==> config.mk <==
export PLATFORM = sky130hd
export DESIGN_NAME = global_io_control_regs
export DESIGN_NICKNAME = d
export VERILOG_FILES = /design/src/design/io_ctrl_pkg.sv /design/src/design/mgmt_cfg_if.sv /design/src/design/mgmt_frame_filter.sv /design/src/design/global_io_control_regs.sv
export SDC_FILE = /design/constraint.sdc
export NUM_CORES = 1
export LEC_CHECK = 0
export ABC_AREA = 1
export BUFFER_PORTS_ARGS = -buffer_cell sky130_fd_sc_hd__buf_2
export CAP_MARGIN = 20
export CORE_MARGIN = 2
export CORE_UTILIZATION = 32
export CTS_CLUSTER_DIAMETER = 60
export CTS_CLUSTER_SIZE = 25
export DETAILED_ROUTE_END_ITERATION = 7
export PLACE_DENSITY_LB_ADDON = 0.08
export SKIP_CTS_REPAIR_TIMING = 1
export SLEW_MARGIN = 10
export SYNTH_ARGS = -nofsm -noshare
export SYNTH_HDL_FRONTEND = slang
export SYNTH_SLANG_ARGS = --single-unit
==> constraint.sdc <==
create_clock -name i_ref_clk -period 1.6 [get_ports i_ref_clk]
set_input_delay 0.08 -clock i_ref_clk [delete_from_list [all_inputs] [get_ports i_ref_clk]]
set_output_delay 0.08 -clock i_ref_clk [all_outputs]
set_load 0.02 [all_outputs]
==> src/design/io_ctrl_pkg.sv <==
// Overview of operation
// - clock pin enable bit; frequency picks 25/125 MHz
// - inband enable cleared by reset, loaded from strap on first edge after release
// - match enable drops frames with foreign MAC
// - management reset bit self-clears after one pulse
// - two-bit response queue field, resets to one
// - three-bit port field, codes pick ports 1-7
// - sixteen-bit frame type field, reset 0x40FE
// - high-speed pad drive code, resets to 110
// - low-speed pad drive code, resets to 010
package io_ctrl_pkg;

    // ----------------------------------------------------------------
    // register byte offsets
    // ----------------------------------------------------------------
    localparam logic [15:0] OFS_CLK_OUT  = 16'h0103;
    localparam logic [15:0] OFS_MGMT_B3  = 16'h0104; // bits 31:24
    localparam logic [15:0] OFS_MGMT_B2  = 16'h0105; // bits 23:16
    localparam logic [15:0] OFS_MGMT_B1  = 16'h0106; // bits 15:8
    localparam logic [15:0] OFS_MGMT_B0  = 16'h0107; // bits 7:0
    localparam logic [15:0] OFS_DRIVE    = 16'h010D;

    // ----------------------------------------------------------------
    // field positions
    // ----------------------------------------------------------------
    localparam int CLK_EN_BIT    = 1;
    localparam int CLK_FREQ_BIT  = 0;
    localparam int MGMT_EN_BIT   = 31;
    localparam int MATCH_EN_BIT  = 30;
    localparam int MGMT_RST_BIT  = 29;
    localparam int QUEUE_LSB     = 22;
    localparam int PORT_LSB      = 16;
    localparam int HS_DRV_LSB    = 4;
    localparam int LS_DRV_LSB    = 0;

    // ----------------------------------------------------------------
    // reset values
    // ----------------------------------------------------------------
    localparam logic [7:0]  CLK_OUT_RST  = 8'h02;  // enable set, 25 MHz
    localparam logic [1:0]  QUEUE_RST    = 2'h1;
    localparam logic [2:0]  PORT_RST     = 3'h6;   // port 7
    localparam logic [15:0] TPID_RST     = 16'h40FE;
    localparam logic [2:0]  HS_DRV_RST   = 3'h6;
    localparam logic [2:0]  LS_DRV_RST   = 3'h2;
    localparam logic [7:0]  DRIVE_RST    = 8'h62;

    // writable masks: reserved RO bits stay zero
    localparam logic [7:0]  CLK_OUT_WMASK = 8'h1F;
    localparam logic [31:0] MGMT_WMASK    = 32'hE0C7FFFF;

endpackage : io_ctrl_pkg

==> src/design/mgmt_cfg_if.sv <==
`timescale 1ns/1ps
`default_nettype none
// configuration and result signals between register bank and frame filter
interface mgmt_cfg_if;
    logic        enable;
    logic        match_en;
    logic        sm_reset;
    logic [15:0] tpid;
    logic        accept;
    logic        drop;

    modport regs   (output enable, output match_en, output sm_reset, output tpid,
                    input accept, input drop);
    modport filter (input enable, input match_en, input sm_reset, input tpid,
                    output accept, output drop);
endinterface : mgmt_cfg_if
`default_nettype wire

==> src/design/mgmt_frame_filter.sv <==
`timescale 1ns/1ps
`default_nettype none
// classifies received frame headers as management frames
module mgmt_frame_filter
(
    input  wire logic        i_ref_clk,
    input  wire logic        i_rstn,
    input  wire logic        i_hdr_valid,
    input  wire logic [47:0] i_hdr_dest_mac,
    input  wire logic [15:0] i_hdr_type,
    input  wire logic [47:0] i_switch_mac,
    mgmt_cfg_if.filter       cfg
);
    logic is_mgmt;
    logic mac_ok;

    // ----------------------------------------------------------------
    // classification
    // ----------------------------------------------------------------
    assign is_mgmt = cfg.enable && (i_hdr_type == cfg.tpid);
    assign mac_ok  = !cfg.match_en || (i_hdr_dest_mac == i_switch_mac);

    // one-cycle verdict pulses, quiet while state machine resets
    always_ff @(posedge i_ref_clk or negedge i_rstn)
    begin
        if (!i_rstn)
        begin
            cfg.accept <= 1'b0;
            cfg.drop   <= 1'b0;
        end
        else
        begin
            cfg.accept <= i_hdr_valid && !cfg.sm_reset && is_mgmt && mac_ok;
            cfg.drop   <= i_hdr_valid && !cfg.sm_reset && is_mgmt && !mac_ok;
        end
    end

    // ----------------------------------------------------------------
    // checks
    // ----------------------------------------------------------------
    a_mac_mismatch_drop: assert property (@(posedge i_ref_clk) disable iff (!i_rstn)
        (i_hdr_valid && !cfg.sm_reset && cfg.enable && cfg.match_en
         && i_hdr_type == cfg.tpid && i_hdr_dest_mac != i_switch_mac)
        |=> (cfg.drop && !cfg.accept))
        else $error("foreign MAC frame not dropped");

    a_no_match_check: assert property (@(posedge i_ref_clk) disable iff (!i_rstn)
        (i_hdr_valid && !cfg.sm_reset && cfg.enable && !cfg.match_en
         && i_hdr_type == cfg.tpid) |=> cfg.accept)
        else $error("frame rejected with match check off");

    a_type_gate: assert property (@(posedge i_ref_clk) disable iff (!i_rstn)
        (i_hdr_type != cfg.tpid) |=> !(cfg.accept || cfg.drop))
        else $error("frame with other type classified");

endmodule : mgmt_frame_filter
`default_nettype wire

==> src/design/global_io_control_regs.sv <==
`timescale 1ns/1ps
`default_nettype none
// global I/O control register bank with management frame classification
module global_io_control_regs
(
    input  wire logic        i_ref_clk,
    input  wire logic        i_rstn,
    // byte register port
    input  wire logic [15:0] i_reg_addr,
    input  wire logic        i_reg_wr,
    input  wire logic [7:0]  i_reg_wdata,
    input  wire logic        i_reg_rd,
    output logic      [7:0]  o_reg_rdata,
    output logic             o_reg_rvalid,
    // strap and frame header
    input  wire logic        i_inband_management_strap,
    input  wire logic        i_hdr_valid,
    input  wire logic [47:0] i_hdr_dest_mac,
    input  wire logic [15:0] i_hdr_type,
    input  wire logic [47:0] i_switch_mac,
    // controls
    output logic             o_ref_clock_output_pin_en,
    output logic             o_ref_clock_output_sel_125,
    output logic             o_inband_management_en,
    output logic             o_inband_management_reset,
    output logic      [1:0]  o_resp_queue,
    output logic      [2:0]  o_mgmt_port,
    output logic      [15:0] o_mgmt_tpid,
    output logic      [2:0]  o_hs_drive,
    output logic      [2:0]  o_ls_drive,
    output logic             o_mgmt_accept,
    output logic             o_mgmt_drop
);

    logic [7:0]  clk_out_q;
    logic [31:0] mgmt_q;
    logic [7:0]  drive_q;
    logic        strap_done_q;
    logic [7:0]  rdata_d;

    mgmt_cfg_if cfg_if ();

    // pick one byte of the 32-bit control word, 0x104 holds the top byte
    function automatic logic [7:0] lane_get(input logic [31:0] w, input logic [1:0] lane);
        lane_get = w[8*(3-lane) +: 8];
    endfunction : lane_get

    // ----------------------------------------------------------------
    // output clock control
    // ----------------------------------------------------------------
    always_ff @(posedge i_ref_clk or negedge i_rstn)
    begin
        if (!i_rstn)
            clk_out_q <= io_ctrl_pkg::CLK_OUT_RST;
        else if (i_reg_wr && i_reg_addr == io_ctrl_pkg::OFS_CLK_OUT)
            clk_out_q <= i_reg_wdata & io_ctrl_pkg::CLK_OUT_WMASK;
    end

    // pin enable and frequency select
    always_ff @(posedge i_ref_clk or negedge i_rstn)
    begin
        if (!i_rstn)
        begin
            o_ref_clock_output_pin_en  <= io_ctrl_pkg::CLK_OUT_RST[io_ctrl_pkg::CLK_EN_BIT];
            o_ref_clock_output_sel_125 <= io_ctrl_pkg::CLK_OUT_RST[io_ctrl_pkg::CLK_FREQ_BIT];
        end
        else
        begin
            o_ref_clock_output_pin_en  <= clk_out_q[io_ctrl_pkg::CLK_EN_BIT];
            o_ref_clock_output_sel_125 <= clk_out_q[io_ctrl_pkg::CLK_FREQ_BIT];
        end
    end

    // ----------------------------------------------------------------
    // management control word
    // ----------------------------------------------------------------
    // strap caught on first edge after release; self-clearing reset bit
    always_ff @(posedge i_ref_clk or negedge i_rstn)
    begin
        if (!i_rstn)
        begin
            mgmt_q       <= {3'h0, 5'h00, io_ctrl_pkg::QUEUE_RST, 3'h0,
                             io_ctrl_pkg::PORT_RST, io_ctrl_pkg::TPID_RST};
            strap_done_q <= 1'b0;
        end
        else
        begin
            strap_done_q <= 1'b1;
            if (!strap_done_q)
                mgmt_q[io_ctrl_pkg::MGMT_EN_BIT] <= i_inband_management_strap;
            else
            begin
                mgmt_q[io_ctrl_pkg::MGMT_RST_BIT] <= 1'b0;
                if (i_reg_wr && i_reg_addr[15:2] == io_ctrl_pkg::OFS_MGMT_B3[15:2])
                    mgmt_q[8*(3-i_reg_addr[1:0]) +: 8] <= i_reg_wdata
                        & lane_get(io_ctrl_pkg::MGMT_WMASK, i_reg_addr[1:0]);
            end
        end
    end

    // control word fields onto pins
    always_ff @(posedge i_ref_clk or negedge i_rstn)
    begin
        if (!i_rstn)
        begin
            o_inband_management_en    <= 1'b0;
            o_inband_management_reset <= 1'b0;
            o_resp_queue              <= io_ctrl_pkg::QUEUE_RST;
            o_mgmt_port               <= io_ctrl_pkg::PORT_RST;
            o_mgmt_tpid               <= io_ctrl_pkg::TPID_RST;
        end
        else
        begin
            o_inband_management_en    <= mgmt_q[io_ctrl_pkg::MGMT_EN_BIT];
            o_inband_management_reset <= mgmt_q[io_ctrl_pkg::MGMT_RST_BIT];
            o_resp_queue              <= mgmt_q[io_ctrl_pkg::QUEUE_LSB +: 2];
            o_mgmt_port               <= mgmt_q[io_ctrl_pkg::PORT_LSB +: 3];
            o_mgmt_tpid               <= mgmt_q[15:0];
        end
    end

    // ----------------------------------------------------------------
    // pad drive strength
    // ----------------------------------------------------------------
    always_ff @(posedge i_ref_clk or negedge i_rstn)
    begin
        if (!i_rstn)
            drive_q <= io_ctrl_pkg::DRIVE_RST;
        else if (i_reg_wr && i_reg_addr == io_ctrl_pkg::OFS_DRIVE)
            drive_q <= i_reg_wdata;
    end

    // drive codes onto pins
    always_ff @(posedge i_ref_clk or negedge i_rstn)
    begin
        if (!i_rstn)
        begin
            o_hs_drive <= io_ctrl_pkg::HS_DRV_RST;
            o_ls_drive <= io_ctrl_pkg::LS_DRV_RST;
        end
        else
        begin
            o_hs_drive <= drive_q[io_ctrl_pkg::HS_DRV_LSB +: 3];
            o_ls_drive <= drive_q[io_ctrl_pkg::LS_DRV_LSB +: 3];
        end
    end

    // ----------------------------------------------------------------
    // read path
    // ----------------------------------------------------------------
    // unmapped addresses read zero
    always_comb
    begin
        rdata_d = 8'h00;
        if (i_reg_addr == io_ctrl_pkg::OFS_CLK_OUT)
            rdata_d = clk_out_q;
        else if (i_reg_addr[15:2] == io_ctrl_pkg::OFS_MGMT_B3[15:2])
            rdata_d = lane_get(mgmt_q, i_reg_addr[1:0]);
        else if (i_reg_addr == io_ctrl_pkg::OFS_DRIVE)
            rdata_d = drive_q;
    end

    // read data one cycle after the strobe
    always_ff @(posedge i_ref_clk or negedge i_rstn)
    begin
        if (!i_rstn)
        begin
            o_reg_rdata  <= 8'h00;
            o_reg_rvalid <= 1'b0;
        end
        else
        begin
            o_reg_rvalid <= i_reg_rd;
            if (i_reg_rd)
                o_reg_rdata <= rdata_d;
        end
    end

    // ----------------------------------------------------------------
    // frame classification
    // ----------------------------------------------------------------
    assign cfg_if.enable   = o_inband_management_en;
    assign cfg_if.match_en = mgmt_q[io_ctrl_pkg::MATCH_EN_BIT];
    assign cfg_if.sm_reset = o_inband_management_reset;
    assign cfg_if.tpid     = o_mgmt_tpid;

    mgmt_frame_filter u_filter
    (
        .i_ref_clk      (i_ref_clk),
        .i_rstn         (i_rstn),
        .i_hdr_valid    (i_hdr_valid),
        .i_hdr_dest_mac (i_hdr_dest_mac),
        .i_hdr_type     (i_hdr_type),
        .i_switch_mac   (i_switch_mac),
        .cfg            (cfg_if.filter)
    );

    assign o_mgmt_accept = cfg_if.accept;
    assign o_mgmt_drop   = cfg_if.drop;

    // ----------------------------------------------------------------
    // checks
    // ----------------------------------------------------------------
    a_clk_pin_follow: assert property (@(posedge i_ref_clk) disable iff (!i_rstn)
        (i_reg_wr && i_reg_addr == io_ctrl_pkg::OFS_CLK_OUT && strap_done_q)
        |=> ##1 (o_ref_clock_output_pin_en == $past(i_reg_wdata[1], 2)
                 && o_ref_clock_output_sel_125 == $past(i_reg_wdata[0], 2)))
        else $error("clock pin controls do not follow write");

    a_strap_load: assert property (@(posedge i_ref_clk) disable iff (!i_rstn)
        $rose(strap_done_q) |=> (o_inband_management_en == $past(i_inband_management_strap, 2)))
        else $error("enable not loaded from strap");

    a_reset_self_clr: assert property (@(posedge i_ref_clk) disable iff (!i_rstn)
        $rose(o_inband_management_reset) |=> !o_inband_management_reset)
        else $error("management reset not self-clearing");

    a_reset_on_write: assert property (@(posedge i_ref_clk) disable iff (!i_rstn)
        (strap_done_q && i_reg_wr && i_reg_addr == io_ctrl_pkg::OFS_MGMT_B3
         && i_reg_wdata[5]) |=> ##1 o_inband_management_reset)
        else $error("management reset not pulsed");

    a_queue_write: assert property (@(posedge i_ref_clk) disable iff (!i_rstn)
        (strap_done_q && i_reg_wr && i_reg_addr == io_ctrl_pkg::OFS_MGMT_B2)
        |=> ##1 (o_resp_queue == $past(i_reg_wdata[7:6], 2)
                 && o_mgmt_port == $past(i_reg_wdata[2:0], 2)))
        else $error("queue or port field not written");

    a_tpid_stable: assert property (@(posedge i_ref_clk) disable iff (!i_rstn)
        !(i_reg_wr && i_reg_addr[15:1] == io_ctrl_pkg::OFS_MGMT_B1[15:1])
        |=> ##1 $stable(o_mgmt_tpid))
        else $error("frame type changed without write");

    a_drive_write: assert property (@(posedge i_ref_clk) disable iff (!i_rstn)
        (i_reg_wr && i_reg_addr == io_ctrl_pkg::OFS_DRIVE)
        |=> ##1 (o_hs_drive == $past(i_reg_wdata[6:4], 2)
                 && o_ls_drive == $past(i_reg_wdata[2:0], 2)))
        else $error("drive codes not written");

    a_reserved_zero: assert property (@(posedge i_ref_clk) disable iff (!i_rstn)
        (i_reg_rd && i_reg_addr == io_ctrl_pkg::OFS_MGMT_B3) |=> o_reg_rdata[4:0] == 5'h00)
        else $error("reserved read-only bits not zero");

    // reserved read-only bits of the clock and queue/port bytes read zero
    a_clk_reserved_ro: assert property (@(posedge i_ref_clk) disable iff (!i_rstn)
        (i_reg_rd && i_reg_addr == io_ctrl_pkg::OFS_CLK_OUT) |=> (o_reg_rdata[7:5] == 3'h0))
        else $error("clock byte reserved bits not zero");

    a_b2_reserved_ro: assert property (@(posedge i_ref_clk) disable iff (!i_rstn)
        (i_reg_rd && i_reg_addr == io_ctrl_pkg::OFS_MGMT_B2) |=> (o_reg_rdata[5:3] == 3'h0))
        else $error("queue byte reserved bits not zero");

    // ----------------------------------------------------------------
    // read handshake and field hold checks
    // ----------------------------------------------------------------
    // every read strobe answers with exactly one valid pulse
    a_rvalid_answer: assert property (@(posedge i_ref_clk) disable iff (!i_rstn)
        i_reg_rd |=> o_reg_rvalid)
        else $error("read strobe without valid pulse");

    a_rvalid_quiet: assert property (@(posedge i_ref_clk) disable iff (!i_rstn)
        !i_reg_rd |=> !o_reg_rvalid)
        else $error("valid pulse without read strobe");

    // self-clearing bit survives only one cycle unless rewritten
    a_rst_bit_clear: assert property (@(posedge i_ref_clk) disable iff (!i_rstn)
        (mgmt_q[io_ctrl_pkg::MGMT_RST_BIT]
         && !(i_reg_wr && i_reg_addr == io_ctrl_pkg::OFS_MGMT_B3))
        |=> !mgmt_q[io_ctrl_pkg::MGMT_RST_BIT])
        else $error("management reset bit stuck");

    // clock, queue, port and drive outputs move only two cycles after a write to their byte
    a_clk_hold: assert property (@(posedge i_ref_clk) disable iff (!i_rstn)
        !(i_reg_wr && i_reg_addr == io_ctrl_pkg::OFS_CLK_OUT)
        |=> ##1 ($stable(o_ref_clock_output_pin_en) && $stable(o_ref_clock_output_sel_125)))
        else $error("clock pin controls changed without write");

    a_queue_hold: assert property (@(posedge i_ref_clk) disable iff (!i_rstn)
        !(strap_done_q && i_reg_wr && i_reg_addr == io_ctrl_pkg::OFS_MGMT_B2)
        |=> ##1 $stable(o_resp_queue))
        else $error("response queue changed without write");

    a_port_hold: assert property (@(posedge i_ref_clk) disable iff (!i_rstn)
        !(strap_done_q && i_reg_wr && i_reg_addr == io_ctrl_pkg::OFS_MGMT_B2)
        |=> ##1 $stable(o_mgmt_port))
        else $error("management port changed without write");

    a_drive_hold: assert property (@(posedge i_ref_clk) disable iff (!i_rstn)
        !(i_reg_wr && i_reg_addr == io_ctrl_pkg::OFS_DRIVE)
        |=> ##1 ($stable(o_hs_drive) && $stable(o_ls_drive)))
        else $error("drive codes changed without write");

    // ----------------------------------------------------------------
    // classification gate checks
    // ----------------------------------------------------------------
    // a verdict is one of two, never both
    a_verdict_excl: assert property (@(posedge i_ref_clk) disable iff (!i_rstn)
        !(o_mgmt_accept && o_mgmt_drop))
        else $error("frame both accepted and dropped");

    // no verdict while disabled or while the state machine resets
    a_disabled_quiet: assert property (@(posedge i_ref_clk) disable iff (!i_rstn)
        !o_inband_management_en |=> !(o_mgmt_accept || o_mgmt_drop))
        else $error("frame classified while disabled");

    a_reset_quiet: assert property (@(posedge i_ref_clk) disable iff (!i_rstn)
        o_inband_management_reset |=> !(o_mgmt_accept || o_mgmt_drop))
        else $error("frame classified during state machine reset");

endmodule : global_io_control_regs
`default_nettype wire

# Yosys cells after proc, flatten, opt, wreduce, memory -nomap -nowiden
# Cells that the tools add are included.
word_totals:
  mem_count: 0
  in_bits: 142
  latchBits: 0
  ff_bits: 88
  ramBits: 0
  mem_bits_ro: 0
op_classes:
  multipliers: 0
  muxes: 6
  eq_ne: 6
  div: 0
  order_cmp: 0
  shift: 4
  addsub: 2
  bitwise: 1
  reduce_logical: 13
op_table:
  columns: ["cell", "count"]
  rows:
  - ["48-bit == test", 1]
  - ["32-bit negation with 34-bit output", 1]
  - ["8-bit by 34-bit variable shift with 32-bit output (first input constant)", 1]
  - ["8-bit by 34-bit indexed part select with 32-bit output", 1]
  - ["32-bit by 33-bit indexed part select with 8-bit output", 1]
  - ["32-bit by 33-bit indexed part select with 8-bit output (first input constant)", 1]
  - ["32-bit bitwise mux", 1]
  - ["16-bit by 9-bit == test with 1-bit output (second input constant)", 2]
  - ["32-bit 2-to-1 mux", 1]
  - ["8-bit 2-to-1 mux", 3]
  - ["16-bit == test", 1]
  - ["14-bit by 7-bit == test with 1-bit output (second input constant)", 1]
  - ["8-bit bitwise AND", 1]
  - ["1-bit logical AND", 8]
  - ["1-bit logical NOT", 3]
  - ["2-bit by 2-bit subtractor with 3-bit output (first input constant)", 1]
  - ["2-bit by 1-bit != test with 1-bit output (second input constant)", 1]
  - ["2-bit AND reduction", 1]
  - ["1-bit logical OR", 1]
  - ["1-bit 2-to-1 mux", 1]

# Logic depth before layout (Yosys ltp)
logic_depth:
  word_depth: 7
  ltp_mapped: 11
  mapped_depth_nobuf: 11

# Cells and area by module
# Synthesis repeated with hierarchy kept, for this count alone.
unflattened:
  hier_cells: 663
  hier_area_um2: 5117.4
modules_own_cells:
  columns: ["module", "cells_each", "area_per_inst_um2", "instances", "seq_area_each_um2"]
  rows:
  - ["global_io_control_regs", 488, 4145.2, 1, 2189.6]
  - ["mgmt_frame_filter", 175, 972.2, 1, 50.0]

# Worst setup path after synthesis
# Ideal clock, no wire load.
synth_timing:
  kind: "in2reg"
  startpoint: "input i_reg_addr[0]"
  endpoint: "register mgmt_q[17]"
  slack_ns: 0.003
  setup_ns: 0.079
  path_buffers: 2
  t_required_ns: 1.521
  stages: 10
  arrival_time_ns: 1.518
  path_cell_list: "buf_2 > inv_1 > clkbuf_1 > ha_1 > clkinv_1 > nor2_1 > nand2_1 > nor2_1 > nand2_1 > o21ai_0"
synth_between:
  elab_chain_cells: 5
synth_rtl:
  columns: ["element", "line", "rtl"]
  rows:
  - ["start: declaration", "global_io_control_regs.sv:9", "input wire logic [15:0] i_reg_addr,"]
  - ["2-bit by 2-bit subtractor with 3-bit output *", "global_io_control_regs.sv:45, global_io_control_regs.sv:95", null]
  - ["parallel branches: the longest is 3 deep, another holds 32-bit negation with 34-bit output", null, null]
  - ["32-bit bitwise mux *", "global_io_control_regs.sv:95", "mgmt_q[8*(3-i_reg_addr[1:0]) +: 8] <= i_reg_wdata"]
  - ["end signal: assignment", "global_io_control_regs.sv:82", "mgmt_q <= {3'h0, 5'h00, io_ctrl_pkg::QUEUE_RST, 3'h0,"]
  - ["end signal: indexed assignment", "global_io_control_regs.sv:90", "mgmt_q[io_ctrl_pkg::MGMT_EN_BIT] <= i_inband_management_strap;"]
  - ["end signal: indexed assignment", "global_io_control_regs.sv:95", null]
  - ["end: declaration", "global_io_control_regs.sv:36", "logic [31:0] mgmt_q;"]
# Every way passes the cells marked *.
# A chain may end at the register's enable or synchronous reset.

# Final worst setup path
layout_timing:
  startpoint: "register mgmt_q[17]"
  endpoint: "register o_reg_rdata[1]"
layout_between:
  elab_chain_cells: 3
layout_rtl:
  columns: ["element", "line", "rtl"]
  rows:
  - ["32-bit by 33-bit indexed part select with 8-bit output", "global_io_control_regs.sv:45", "lane_get = w[8*(3-lane) +: 8];"]
  - ["8-bit 2-to-1 mux", "global_io_control_regs.sv:157", "else if (i_reg_addr[15:2] == io_ctrl_pkg::OFS_MGMT_B3[15:2])"]
  - ["8-bit 2-to-1 mux", "global_io_control_regs.sv:155", "if (i_reg_addr == io_ctrl_pkg::OFS_CLK_OUT)"]
  - ["end signal: assignment", "global_io_control_regs.sv:175", "o_reg_rdata <= rdata_d;"]
  - ["end: declaration", "global_io_control_regs.sv:13", "output logic [7:0] o_reg_rdata,"]
# No other way between the ends.

==> impl_metrics.py <==
metrics = {
    "routing": {
        "drcViolationCount": 0,
        "wl_per_cell_um": 13.0,
        "drt_iter0_markers": 168,
        "wirelength_um": 13000,
        "vias": 4446,
        "detail-route-antenna-nets": 0,
        "first_pass_iters": 4,
        "viasPerCell": 4.43,
    },
    "worst_setup_path": {
        "reg2reg_from": "mgmt_q[17]",
        "r2r_cells": 8,
        "cp.arrival_ps": 1680,
        "critPathKind": "reg -> reg",
        "path_max_fanout": 2,
        "required_ps": 1890,
        "worstSetupStartpointType": "flip-flop",
        "end_kind": "flip-flop",
        "r2r-end": "o_reg_rdata[1]",
        "regToRegSetupSlack_ps": 210,
    },
    "synthesis": {
        "synthCells": 616,
        "yosysWarningCount": 0,
        "synth.distinct_cells": 30,
        "synth_fp_nets": 763,
        "syn-cell-area_sq_mm": 0.00472,
        "ys_seq_elements": 88,
        "seq_area_frac_synth_pct": 47.4,
        "syn_avg_cell_area_sq_um": 7.66,
    },
    "floorplanning": {
        "io_pins": 184,
        "fp-row-count": 44,
        "coreArea_sq_mm": 0.0145,
        "die_area_sq_mm": 0.0157,
        "die_w_um": 125,
        "die_height_um": 125,
        "initial_core_util_pct": 32.6,
    },
    "final_layout": {
        "drive_gt1_share_pct": 30.3,
        "layout_commonest_cell": "nand2_1",
        "mostFrequentLayoutCells": "199 x nand2_1, 182 x buf_2, 84 x inv_1, 59 x nor2_1, 58 x dfrtp_1",
        "area_delta_synth_final_pct": 31.1,
        "antennaDiodeCount": 0,
        "fillers": 1519,
        "final_nets": 962,
    },
    "grt": {
        "grt_start_max_net_pins": 89,
        "grt_pass1_wl_um": 21400,
        "grt_pass1_vias": 4305,
        "track_usage_pct": 17.2,
        "grt.overflow.total": 0,
        "antenna_found_initial": 0,
    },
    "power_and_ir_drop": {
        "cellPowerDensity_mw_per_mm2": 763,
        "ir_worst_vdd_v": 0.000356,
        "leakagePower_nw": 3.33,
    },
    "hold_path": {
        "min_path_cells": 3,
        "hold_end": "clk_out_q[1]",
        "min_path_type": "in -> reg",
        "holdCritStartpoint": "i_reg_wdata[1]",
    },
    "sta": {
        "min_period_ps": 1390,
        "skew_ps": 6.27,
        "finalCritPeriodShare_pct": 87.1,
        "rsz0062_at_grt": "no",
        "finalSetupViolations": 0,
        "fmax_mhz": 717,
        "tns_ps": 0,
        "slew_violations": 0,
        "hold_violations": 0,
        "finalWorstSetupSlack_ps": 206,
    },
    "clock_network": {
        "cts-root-buf": "clkbuf_16",
        "path_clk_slew_ps": 60,
        "cts_made_buffers": 9,
        "cts_tree": "built",
        "clk_path_buf_depth": 2,
        "cts_max_level": 3,
        "clock_sinks": 88,
        "clock_latency_ps": 350,
    },
    "outcome": {
        "status": "finished, final reports clean",
    },
    "placed_design": {
        "post-place-ws_ps": 111,
        "place_congestion": 0.878,
        "detailed_place_hpwl_um": 10300,
        "numPortBuffers": 183,
    },
    "job": {
        "cap_violations": 0,
    },
}
==> through the flow <==
stage	utilization (%)	cell area [sq um]	hold WS (ps)	std cells	power [mW]
after global placement	40.8	5910	159	985	2.90
after CTS	42.5	6160	-208	1000	4.79
final	42.7	6190	13.8	1003	4.72
after global routing	42.7	6190	33.7	1003	4.96
after detailed placement	40.8	5910	165	985	2.92
after floorplan	-	4720	-216	616	2.57
==> Yosys cell counts (all sizes together) <==
master / instances / area, sq um
a21oi: 16 / 80.1
a221oi: 1 / 8.76
and2: 1 / 8.76
and3: 1 / 6.26
buf: 4 / 38.8
clkbuf: 6 / 23.8
clkinv: 1 / 3.75
conb: 1 / 3.75
dfrtp: 58 / 1450
dfstp: 30 / 788
ha: 5 / 62.6
inv: 85 / 319
nand2: 199 / 747
nand3: 27 / 153
nand4: 2 / 12.5
nor2: 65 / 284
nor3: 10 / 50.1
o21ai: 59 / 295
o22ai: 2 / 12.5
or2: 2 / 12.5
xnor2: 37 / 324
xor2: 4 / 35.0
==> power breakdown <==
| group | switching (mW) | internal (mW) | total (mW) |
|---|---|---|---|
| Sequential | 0.00562 | 2.24 | 2.24 |
| Combinational | 0.349 | 0.286 | 0.634 |
| Clock | 0.803 | 1.04 | 1.84 |
| Total | 1.16 | 3.56 | 4.72 |
==> sequential cells by signal, summed over array words and instances (netlist names) <==
register	cells
drive_q	8
o_inband_management_en	1
u_filter.cfg.accept	1
mgmt_q	32
o_ref_clock_output_sel_125	1
o_reg_rvalid	1
o_inband_management_reset	1
o_mgmt_tpid	16
o_hs_drive	3
o_ref_clock_output_pin_en	1
clk_out_q	5
strap_done_q	1
o_mgmt_port	3
o_resp_queue	2
o_ls_drive	3
u_filter.cfg.drop	1
o_reg_rdata	8
==> layer usage <==
layer	global-route usage [%]	share of wire (%)	vias up
li1	-	-	2299
met3	4.07	7.2	16
met5	0	0	-
met4	7.19	2.3	0
met2	27.6	46	152
met1	22.2	44	1979
==> critical path: stages, from the launching register on <==
cell	delay (ps)
dfstp_2	540
inv_1	50
a21oi_1	100
o21ai_0	160
o21ai_0	180
nand2_1	130
nand3_1	90
nand2_1	50
nand2_1	50
==> area by class of cell <==
cell class	count	area, sq um	share of cell area, %
flip-flops and latches	88	2240	36.2
multi-input cells	432	2100	33.9
repair buffers	198	1050	17.0
inverters	86	323	5.22
clock buffers	13	240	3.88
well taps	184	230	3.72
clock inverters	2	10.0	0.162
==> cell families after synthesis <==
group / Yosys count / share of synthesized area [%]
other: 1 / 0.0794
xor gates and xnor gates: 41 / 7.61
adders and majority gates: 5 / 1.33
and+or+nand+nor: 307 / 27.0
buffers and inverters: 96 / 8.16
DFF: 88 / 47.4
AOI/OAI and AO/OA: 78 / 8.40
==> how the worst max path moves through the flow <==
stage,depth (start not counted),slack [ps],from,end
CTS,8,190,mgmt_q[17],o_reg_rdata[1]
floorplan,10,3,i_reg_addr[0],mgmt_q[17]
global route,8,20,mgmt_q[17],o_reg_rdata[1]
detailed placement,8,110,i_reg_addr[13],mgmt_q[23]
global placement,8,120,i_reg_addr[0],o_reg_rdata[1]
finish,8,210,mgmt_q[17],o_reg_rdata[1]
(Power assumes the default switching activity.)
